--- config.mk ---
export PLATFORM = sky130hd
export DESIGN_NAME = dfa_top
export DESIGN_NICKNAME = d
export VERILOG_FILES = /design/src/verilog/dfa_pkg.sv /design/src/verilog/dfa_top.sv
export SDC_FILE = /design/constraint.sdc
export NUM_CORES = 1
export LEC_CHECK = 0
export ABC_AREA = 0
export BUFFER_PORTS_ARGS = -buffer_cell sky130_fd_sc_hd__buf_2
export CAP_MARGIN = 20
export CORE_MARGIN = 1.5
export CORE_UTILIZATION = 29
export DETAILED_ROUTE_END_ITERATION = 8
export PLACE_DENSITY = 0.46
export SLEW_MARGIN = 20
export SYNTH_ARGS = -nofsm -noshare
export SYNTH_HDL_FRONTEND = slang
export SYNTH_SLANG_ARGS = --single-unit
--- constraint.sdc ---
create_clock -name CLOCK_IN -period 6.08 [get_ports CLOCK_IN]
set_input_delay 0.608 -clock CLOCK_IN [delete_from_list [all_inputs] [get_ports CLOCK_IN]]
set_output_delay 0.608 -clock CLOCK_IN [all_outputs]
set_load 0.005 [all_outputs]
--- src/verilog/dfa_pkg.sv ---
// Purpose: Shared constants and token layouts for the dataflow bus actors.
// Assumes: Word-addressed bus, 32-bit data, single clock.
// Notes:   Struct layouts are shared by the top module and the bench.

// ****************************************************************
// Package
// ****************************************************************
package dfa_pkg;

    // Bus geometry
    localparam int ADR_W  = 30;
    localparam int DAT_W  = 32;
    localparam int SEL_W  = 4;

    // Classic cycle type, all lanes selected
    localparam logic [2:0]       CTI_CLASSIC = 3'h0;
    localparam logic [SEL_W-1:0] SEL_ALL     = 4'hf;

    // Depth of the read-return buffer
    localparam int RD_FIFO_DEPTH = 16;

    // Reset values
    localparam logic [ADR_W-1:0] ADR_RST = 30'h0;
    localparam logic [DAT_W-1:0] DAT_RST = 32'h0;

    // Writer token: address plus data
    typedef struct packed {
        logic [ADR_W-1:0] adr;
        logic [DAT_W-1:0] dat;
    } dfa_wr_tok_t;

    // Bus request from one master
    typedef struct packed {
        logic             cyc;
        logic             stb;
        logic             we;
        logic [ADR_W-1:0] adr;
        logic [DAT_W-1:0] dat;
        logic [SEL_W-1:0] sel;
        logic [2:0]       cti;
    } dfa_wb_req_t;

    // Bus response to one master
    typedef struct packed {
        logic             ack;
        logic             stall;
        logic [DAT_W-1:0] dat;
    } dfa_wb_rsp_t;

    // Sequence generator states, one-hot
    typedef enum logic [1:0] {
        SEQ_IDLE = 2'b01,
        SEQ_RUN  = 2'b10
    } dfa_seq_state_t;

endpackage : dfa_pkg

--- src/verilog/dfa_top.sv ---
// Purpose: Dataflow bus actors: bus reader, bus writer, integer sequencer.
// Assumes: Bus slave on the same clock, pipelined signalling with stall.
// Notes:   Reader returns words through a 16-entry buffer in token order.

`timescale 1ns/1ps

// ****************************************************************
// Buffer
// ****************************************************************
module dfa_fifo #(
    parameter int WIDTH = 32,
    parameter int DEPTH = 16
) (
    // Clock and reset
    input  wire logic                     clk,
    input  wire logic                     rst_b,
    // Fill side
    input  wire logic                     in_valid,
    output logic                          in_ready,
    input  wire logic [WIDTH-1:0]         in_data,
    // Drain side
    output logic                          out_valid,
    input  wire logic                     out_ready,
    output logic [WIDTH-1:0]              out_data,
    // Fill level
    output logic [$clog2(DEPTH):0]        count
);
    localparam int AW = $clog2(DEPTH);

    logic [WIDTH-1:0] mem_q [DEPTH];
    logic [AW-1:0]    wr_q, wr_d, rd_q, rd_d;
    logic [AW:0]      cnt_q, cnt_d;
    logic             push, pop;

    // Handshakes; full and empty straight from the level
    assign in_ready  = (cnt_q != (AW+1)'(DEPTH));
    assign out_valid = (cnt_q != '0);
    assign push      = in_valid && in_ready;
    assign pop       = out_valid && out_ready;
    assign out_data  = mem_q[rd_q];
    assign count     = cnt_q;

    // Pointer and level next values
    always_comb begin
        wr_d  = push ? wr_q + AW'(1) : wr_q;
        rd_d  = pop ? rd_q + AW'(1) : rd_q;
        cnt_d = cnt_q + (AW+1)'(push) - (AW+1)'(pop);
    end

    // Pointer registers
    always_ff @(posedge clk) begin
        if (!rst_b) begin
            wr_q  <= '0;
            rd_q  <= '0;
            cnt_q <= '0;
        end else begin
            wr_q  <= wr_d;
            rd_q  <= rd_d;
            cnt_q <= cnt_d;
        end
    end

    // Storage, one slot per index; no reset needed on data
    always_ff @(posedge clk) begin
        if (push) begin
            mem_q[wr_q] <= in_data;
        end
    end
endmodule : dfa_fifo

// ****************************************************************
// Top
// ****************************************************************
// Summary of operation
// RL1: Each accepted address token yields one 32-bit read word token.
// RL2: Reader issues single classic cycles only, no bursts, no read cache.
// RL3: Reader is pipelined; only slave stalls and free read-buffer space limit its throughput.
// RL4: Each accepted address-plus-data token writes that word at that address.
// RL5: Writer issues single classic cycles only, never bursts.
// RL6: Writer adds no idle cycles; only slave stalls limit throughput.
// RL7: Count N without offset emits values 0 through N-1.
// RL8: With offset O, emits O through O+N-1, one per token.
// RL9: Count width parameter sets count field and value widths.
// RL10: Offset width parameter; zero (default) means no offset field used.
// RL11: Transfer when valid and accept both high; source holds until taken.
// RL12: Accepts may follow valids combinationally, never valid from accept.
// RL13: Busy is high while state remains that still leads to output.
// RL14: Sequencer counts upward and takes a new token only when done.
// RL15: Read words leave in the order their addresses were accepted.
module dfa_top
    import dfa_pkg::*;
#(
    parameter int CNT_W   = 16,
    parameter int OFS_W   = 0,
    parameter int RD_DEPTH = RD_FIFO_DEPTH
) (
    // Clock and reset
    input  wire logic                      CLOCK_IN,
    input  wire logic                      RST_B_IN,
    // Reader address sink
    input  wire logic                      RD_ADR_VALID_IN,
    output logic                           RD_ADR_READY_OUT,
    input  wire logic [dfa_pkg::ADR_W-1:0] RD_ADR_IN,
    // Reader data source
    output logic                           RD_DAT_VALID_OUT,
    input  wire logic                      RD_DAT_READY_IN,
    output logic [dfa_pkg::DAT_W-1:0]      RD_DAT_OUT,
    // Reader bus master
    output dfa_pkg::dfa_wb_req_t           RD_WB_REQ_OUT,
    input  dfa_pkg::dfa_wb_rsp_t           RD_WB_RSP_IN,
    // Writer token sink
    input  wire logic                      WR_TOK_VALID_IN,
    output logic                           WR_TOK_READY_OUT,
    input  dfa_pkg::dfa_wr_tok_t           WR_TOK_IN,
    // Writer bus master
    output dfa_pkg::dfa_wb_req_t           WR_WB_REQ_OUT,
    input  dfa_pkg::dfa_wb_rsp_t           WR_WB_RSP_IN,
    // Sequencer token sink
    input  wire logic                      SEQ_CMD_VALID_IN,
    output logic                           SEQ_CMD_READY_OUT,
    input  wire logic [CNT_W-1:0]          SEQ_CNT_IN,
    input  wire logic [(OFS_W>0?OFS_W:1)-1:0] SEQ_OFS_IN,
    // Sequencer value source
    output logic                           SEQ_VAL_VALID_OUT,
    input  wire logic                      SEQ_VAL_READY_IN,
    output logic [((OFS_W>CNT_W?OFS_W:CNT_W)+(OFS_W>0?1:0))-1:0] SEQ_VAL_OUT,
    // Busy flags
    output logic                           RD_BUSY_OUT,
    output logic                           WR_BUSY_OUT,
    output logic                           SEQ_BUSY_OUT
);
    localparam int FC_W  = $clog2(RD_DEPTH) + 1;
    localparam int VAL_W = (OFS_W > CNT_W ? OFS_W : CNT_W) + (OFS_W > 0 ? 1 : 0);

    // ************************************************************
    // Reader
    // ************************************************************
    logic [FC_W-1:0] rd_out_q, rd_out_d;
    logic [FC_W-1:0] rd_fill;
    logic            rd_credit, rd_issue, rd_fifo_in_ready;

    // Credit covers words in flight plus words buffered, so acks never overflow.
    // The slave cannot be told to hold an ack, so space is reserved at issue
    // time; the buffer's own ready only backs this up.
    assign rd_credit = rd_fifo_in_ready && ((rd_out_q + rd_fill) < FC_W'(RD_DEPTH));

    // Bus strobe follows the token valid; no path back from our accept
    always_comb begin
        RD_WB_REQ_OUT.stb = RD_ADR_VALID_IN && rd_credit;              // RL12
        RD_WB_REQ_OUT.cyc = RD_WB_REQ_OUT.stb || (rd_out_q != '0);
        RD_WB_REQ_OUT.we  = 1'b0;
        RD_WB_REQ_OUT.adr = RD_ADR_IN;                                  // RL1
        RD_WB_REQ_OUT.dat = DAT_RST;
        RD_WB_REQ_OUT.sel = SEL_ALL;
        RD_WB_REQ_OUT.cti = CTI_CLASSIC;                                // RL2
    end

    // Token taken the cycle the slave takes the request
    assign rd_issue         = RD_WB_REQ_OUT.stb && !RD_WB_RSP_IN.stall; // RL3
    assign RD_ADR_READY_OUT = rd_issue;                                 // RL11

    // Outstanding reads
    always_comb begin
        rd_out_d = rd_out_q + FC_W'(rd_issue) - FC_W'(RD_WB_RSP_IN.ack);
    end

    // Outstanding read register
    always_ff @(posedge CLOCK_IN) begin
        if (!RST_B_IN) begin
            rd_out_q <= '0;
        end else begin
            rd_out_q <= rd_out_d;
        end
    end

    // Returned words queue in arrival order; slave answers in order
    dfa_fifo #(
        .WIDTH (DAT_W),
        .DEPTH (RD_DEPTH)
    ) u_rd_fifo (
        .clk       (CLOCK_IN),
        .rst_b     (RST_B_IN),
        .in_valid  (RD_WB_RSP_IN.ack),
        .in_ready  (rd_fifo_in_ready),
        .in_data   (RD_WB_RSP_IN.dat),
        .out_valid (RD_DAT_VALID_OUT),
        .out_ready (RD_DAT_READY_IN),
        .out_data  (RD_DAT_OUT),
        .count     (rd_fill)
    );                                                                  // RL15

    // Busy while reads are in flight or words wait
    assign RD_BUSY_OUT = (rd_out_q != '0) || RD_DAT_VALID_OUT;         // RL13

    // ************************************************************
    // Writer
    // ************************************************************
    logic [FC_W-1:0] wr_out_q, wr_out_d;
    logic            wr_issue;

    // Each token drives the bus directly, so back-to-back tokens stream
    always_comb begin
        WR_WB_REQ_OUT.stb = WR_TOK_VALID_IN;                            // RL6
        WR_WB_REQ_OUT.cyc = WR_TOK_VALID_IN || (wr_out_q != '0);
        WR_WB_REQ_OUT.we  = 1'b1;
        WR_WB_REQ_OUT.adr = WR_TOK_IN.adr;                              // RL4
        WR_WB_REQ_OUT.dat = WR_TOK_IN.dat;                              // RL4
        WR_WB_REQ_OUT.sel = SEL_ALL;
        WR_WB_REQ_OUT.cti = CTI_CLASSIC;                                // RL5
    end

    // Token accepted the cycle the slave takes the write
    assign wr_issue         = WR_TOK_VALID_IN && !WR_WB_RSP_IN.stall;
    assign WR_TOK_READY_OUT = wr_issue;                                 // RL11

    // Outstanding writes; no wrap guard, so the slave must keep fewer
    // than 2**FC_W writes unanswered
    always_comb begin
        wr_out_d = wr_out_q + FC_W'(wr_issue) - FC_W'(WR_WB_RSP_IN.ack);
    end

    // Outstanding write register
    always_ff @(posedge CLOCK_IN) begin
        if (!RST_B_IN) begin
            wr_out_q <= '0;
        end else begin
            wr_out_q <= wr_out_d;
        end
    end

    // Busy until every write has been answered
    assign WR_BUSY_OUT = (wr_out_q != '0);                              // RL13

    // ************************************************************
    // Sequence generator
    // ************************************************************
    // State, current value and values left to hand out; with an offset the value carries one
    // bit above the wider of count and offset so that O+N-1 always fits
    dfa_seq_state_t   seq_st_q, seq_st_d;
    logic [VAL_W-1:0] seq_val_q, seq_val_d;
    logic [CNT_W-1:0] seq_rem_q, seq_rem_d;
    logic [VAL_W-1:0] seq_base;
    logic             seq_take, seq_give;

    // Offset ignored entirely when its width is zero
    generate
        if (OFS_W > 0) begin : g_ofs
            assign seq_base = VAL_W'(SEQ_OFS_IN);                       // RL8
        end else begin : g_no_ofs
            assign seq_base = '0;                                       // RL10
        end
    endgenerate

    // Input taken only while idle; output valid is pure state,
    // so no accept ever reaches a valid combinationally
    assign SEQ_CMD_READY_OUT = (seq_st_q == SEQ_IDLE);                  // RL14
    assign SEQ_VAL_VALID_OUT = (seq_st_q == SEQ_RUN);                   // RL12
    assign SEQ_VAL_OUT       = seq_val_q;                               // RL9
    assign SEQ_BUSY_OUT      = (seq_st_q == SEQ_RUN);                   // RL13
    assign seq_take          = SEQ_CMD_VALID_IN && SEQ_CMD_READY_OUT;
    assign seq_give          = SEQ_VAL_VALID_OUT && SEQ_VAL_READY_IN;

    // Next state; a count of zero emits nothing and stays idle
    always_comb begin
        seq_st_d  = seq_st_q;
        seq_val_d = seq_val_q;
        seq_rem_d = seq_rem_q;
        case (seq_st_q)
            SEQ_IDLE: begin
                if (seq_take && (SEQ_CNT_IN != '0)) begin
                    seq_st_d  = SEQ_RUN;
                    seq_val_d = seq_base;                               // RL7
                    seq_rem_d = SEQ_CNT_IN;
                end
            end
            SEQ_RUN: begin
                if (seq_give) begin
                    seq_val_d = seq_val_q + VAL_W'(1);                  // RL14
                    seq_rem_d = seq_rem_q - CNT_W'(1);
                    if (seq_rem_q == CNT_W'(1)) begin
                        seq_st_d = SEQ_IDLE;                            // RL8
                    end
                end
            end
            default: begin
                seq_st_d = SEQ_IDLE;
            end
        endcase
    end

    // Sequencer registers
    always_ff @(posedge CLOCK_IN) begin
        if (!RST_B_IN) begin
            seq_st_q  <= SEQ_IDLE;
            seq_val_q <= '0;
            seq_rem_q <= '0;
        end else begin
            seq_st_q  <= seq_st_d;
            seq_val_q <= seq_val_d;
            seq_rem_q <= seq_rem_d;
        end
    end
endmodule : dfa_top

==> metrics.txt <==
mux share of post-synthesis cell area=between 10% and 20%; Yosys warning total=0; clock tree from TritonCTS=built; Root Buffer Master=clkbuf_16; Worst Hold Class=in2reg; DIE WIDTH=between 200 and 300 um; Netlist Area Pre-Place=0.0237 mm2; data arrival time of the critical path=3.39 ns; Num Clock Sinks=~570; number of instances in the synthesized netlist=approximately 1,300; maximum buffer depth of the clock tree=3; final cell utilization of the core=between 30% and 40%; H-tree depth=3; Nets=roughly 1,600; Max Slew Vio Count=0; ratio of final minimum period to clock period=65.8%; worst clock skew=0.0149 ns; synth top area cells=edfxtp_1, mux4_2, dfxtp_1, buf_4, ha_1; Worst IR Drop VDD=about 0.18 mV; violated checks=design-rule violations; clock latency on the worst-skew pair=roughly 0.6 ns; GR Util All Layers=13.4%; total clock buffers created by CTS=69; routed length per placed instance=22.6 um; setup fix buffers added after clock tree synthesis=0; via count of the first global-routing pass=around 12,000; GPL Wtd Cong=about 0.72; Post-Place Worst Slack=between 2 and 3 ns; main combinational cell family by area after synthesis=multiplexers; fraction of registers with async set or reset after synthesis=0%; initial standard-cell utilization of the core=between 20% and 30%; Critical Path Sink Type=primary output; Sum Neg Setup Slack=0 ns; power dissipated by switching net loads=roughly 2.7 mW; cell taking the most area after synthesis=edfxtp_1; number of antenna-violating nets in the routed design=0; Highest Clock Rate=roughly 250 MHz; WHS=0.361 ns; basic-gate share of the synthesized area counting and, or, nand and nor cells=3.65%; standard-cell row count=about 100; global-route wire length before repair=just over 80,000 um; design internal power=7.90 mW; pin count of the biggest net entering global routing=71; CP Data Required Time=5.47 ns; critical-path maximum fanout=31; HPWL Detailed=29,800 um; max-cap check violation count=0; top-area cell type share of the netlist area=~65%; hold violation total from the final report=0; number of gates given a new drive strength after cts=0; most common cell in the netlist=edfxtp_1; signed area change from the synthesized netlist to the final layout=14.3%; synthesized-area fraction occupied by xor and xnor cells=0.777%; register clock-pin slew on the reported worst setup and hold paths=0.05 ns; first-pass iteration count of the detailed router=9; Pwr Density=391 mW/mm2; Worst Slack Setup Final=2.08 ns; aggregate global routing overflow=0; Floorplan Core Area=just over 0.08 mm2; start-to-end type of the worst setup path=reg2out; syn avg cell area=roughly 18 um2; switching portion of total power=approximately 25%; status=complete, but fails checks; height of the die=a little under 300 um; Top Ports=~380; DRC violations left=36; Post-synth top cells=edfxtp_1, mux4_2, buf_4; number of buffers added on ports=~120; fraction of layout cells with a size suffix above 1=~30%; number of flops mapped to enable cells by yosys=around 510; minimum period implied by the final worst setup slack=around 4 ns; setup repair after global routing missed its margin=false; Slew headroom=roughly 29%; portion of total power attributed to combinational logic=roughly 18%; critical path launch point type=flop; routed via count divided by cell count=between 4 and 5; sequential fraction of the synthesis area=70.1%; transition time at the pin with the least slew margin=approximately 1.1 ns; number of failing setup endpoints in the final timing report=0; DIE AREA=approximately 0.083 mm2; Adder-Cell Fraction of Synth Area=under 10%; filler cell count=approximately 7,700; initial antenna violation count=3; post-synthesis compound-gate area fraction=~2.4%; Post-synth top flop=edfxtp_1; Clk network pwr share=38.3%; wirelength, routed=between 50,000 and 60,000 um; sequential share of power=43.8%; Yosys reg bits=573; library cells used by synthesis=between 50 and 60; number of design-rule violations left by the first detailed-router iteration=around 720; count of vias placed by the detailed router=11,600; Leak=8.76 nW; hold bufs inserted after CTS=0
[flip-flops by register name, indices dropped and copies added (netlist names), named ones only]
name	flops
seq_rem_q	16
SEQ_VAL_OUT	16
seq_st_q	2
rd_out_q	5
u_rd_fifo.rd_q	4
u_rd_fifo.mem_q	512
u_rd_fifo.wr_q	4
u_rd_fifo.count	5
wr_out_q	5
[logic make-up (layout without fill, tap and decap cells)]
| kind of cell | Yosys count | after routing |
|---|---|---|
| flip-flops | 573 | 573 |
| buffers and inverters | 229 | 300 |
| AND/OR/NAND/NOR | 169 | 169 |
| multiplexers | 162 | 162 |
| AO/OA/AOI/OAI | 99 | 99 |
| adder cells (fa/ha/maj) | 32 | 32 |
| XOR/XNOR | 21 | 21 |
| other | 2 | 50 |
[power by group through the flow]
stage / sequential (mW) / combinational, mW / clock, mW
global route: 4.66 / 2.09 / 4.33
finish: 4.63 / 1.90 / 4.06
floorplan: 4.59 / 1.52 / 0
CTS: 4.65 / 1.96 / 4.18
detailed placement: 4.73 / 1.95 / 0
global placement: 4.72 / 1.94 / 0
[routing by layer]
layer	track usage, %	share of wire (%)	up-vias	wire, um
met3	3.44	5.5	98	3050
met4	4.27	2.2	6	1230
met5	0.511	0.15	-	83
li1	-	-	5034	-
met2	22.4	50	337	27700
met1	17.0	42	6100	23600
[cell usage in the layout, fill, tap and decap left out, drive strengths merged, types with 9 or more instances in the layout]
master,instances
o21ai,27
a21oi,42
nand2,35
xor2,14
nor3,10
clkinv,29
nor2,51
or3,14
inv,32
buf,145
mux4,160
ha,29
a21o,9
dfxtp,61
edfxtp,512
conb,48
clkbuf,85
nand3,11
[layout make-up]
class	instances	area (um2)	share of cell area, %
Sequential cell	573	16600	61.3
Multi-Input combinational cell	531	5960	22.0
Clock buffer	85	1870	6.91
Tap cell	1060	1330	4.90
Timing Repair Buffer	145	818	3.02
Clock inverter	39	374	1.38
Inverter	31	116	0.430
Antenna cell	2	5.00	0.0185
[through the flow]
| stage | power [mW] | instance area [um2] | instances |
|---|---|---|---|
| 4_1_cts | 10.8 | 27100 | 2464 |
| 3_3_place_gp | 6.67 | 24800 | 2340 |
| 2_1_floorplan | 6.11 | 23900 | 1333 |
| 3_5_place_dp | 6.68 | 24800 | 2340 |
| 6_report | 10.6 | 27100 | 2466 |
| 5_1_grt | 11.1 | 27100 | 2464 |
[final timing paths]
check        cells after the start  slack (ns)                     to               start
max                              4        2.08         RD_DAT_OUT[31]                flop
min                              4        0.36          seq_rem_q[14]      SEQ_CNT_IN[14]
max reg2reg                      7        2.77  u_rd_fifo.mem_q[4][1]  u_rd_fifo.count[3]
min reg2reg                      2        0.47           seq_rem_q[6]        seq_rem_q[6]
[worst max-delay path, cell delays in order (launching register included)]
cell and delay, ns:
dfxtp_4 0.77, buf_4 0.64, mux4_2 0.60, mux4_2 0.50, buf_2 0.16
(Power assumes the default switching activity.)
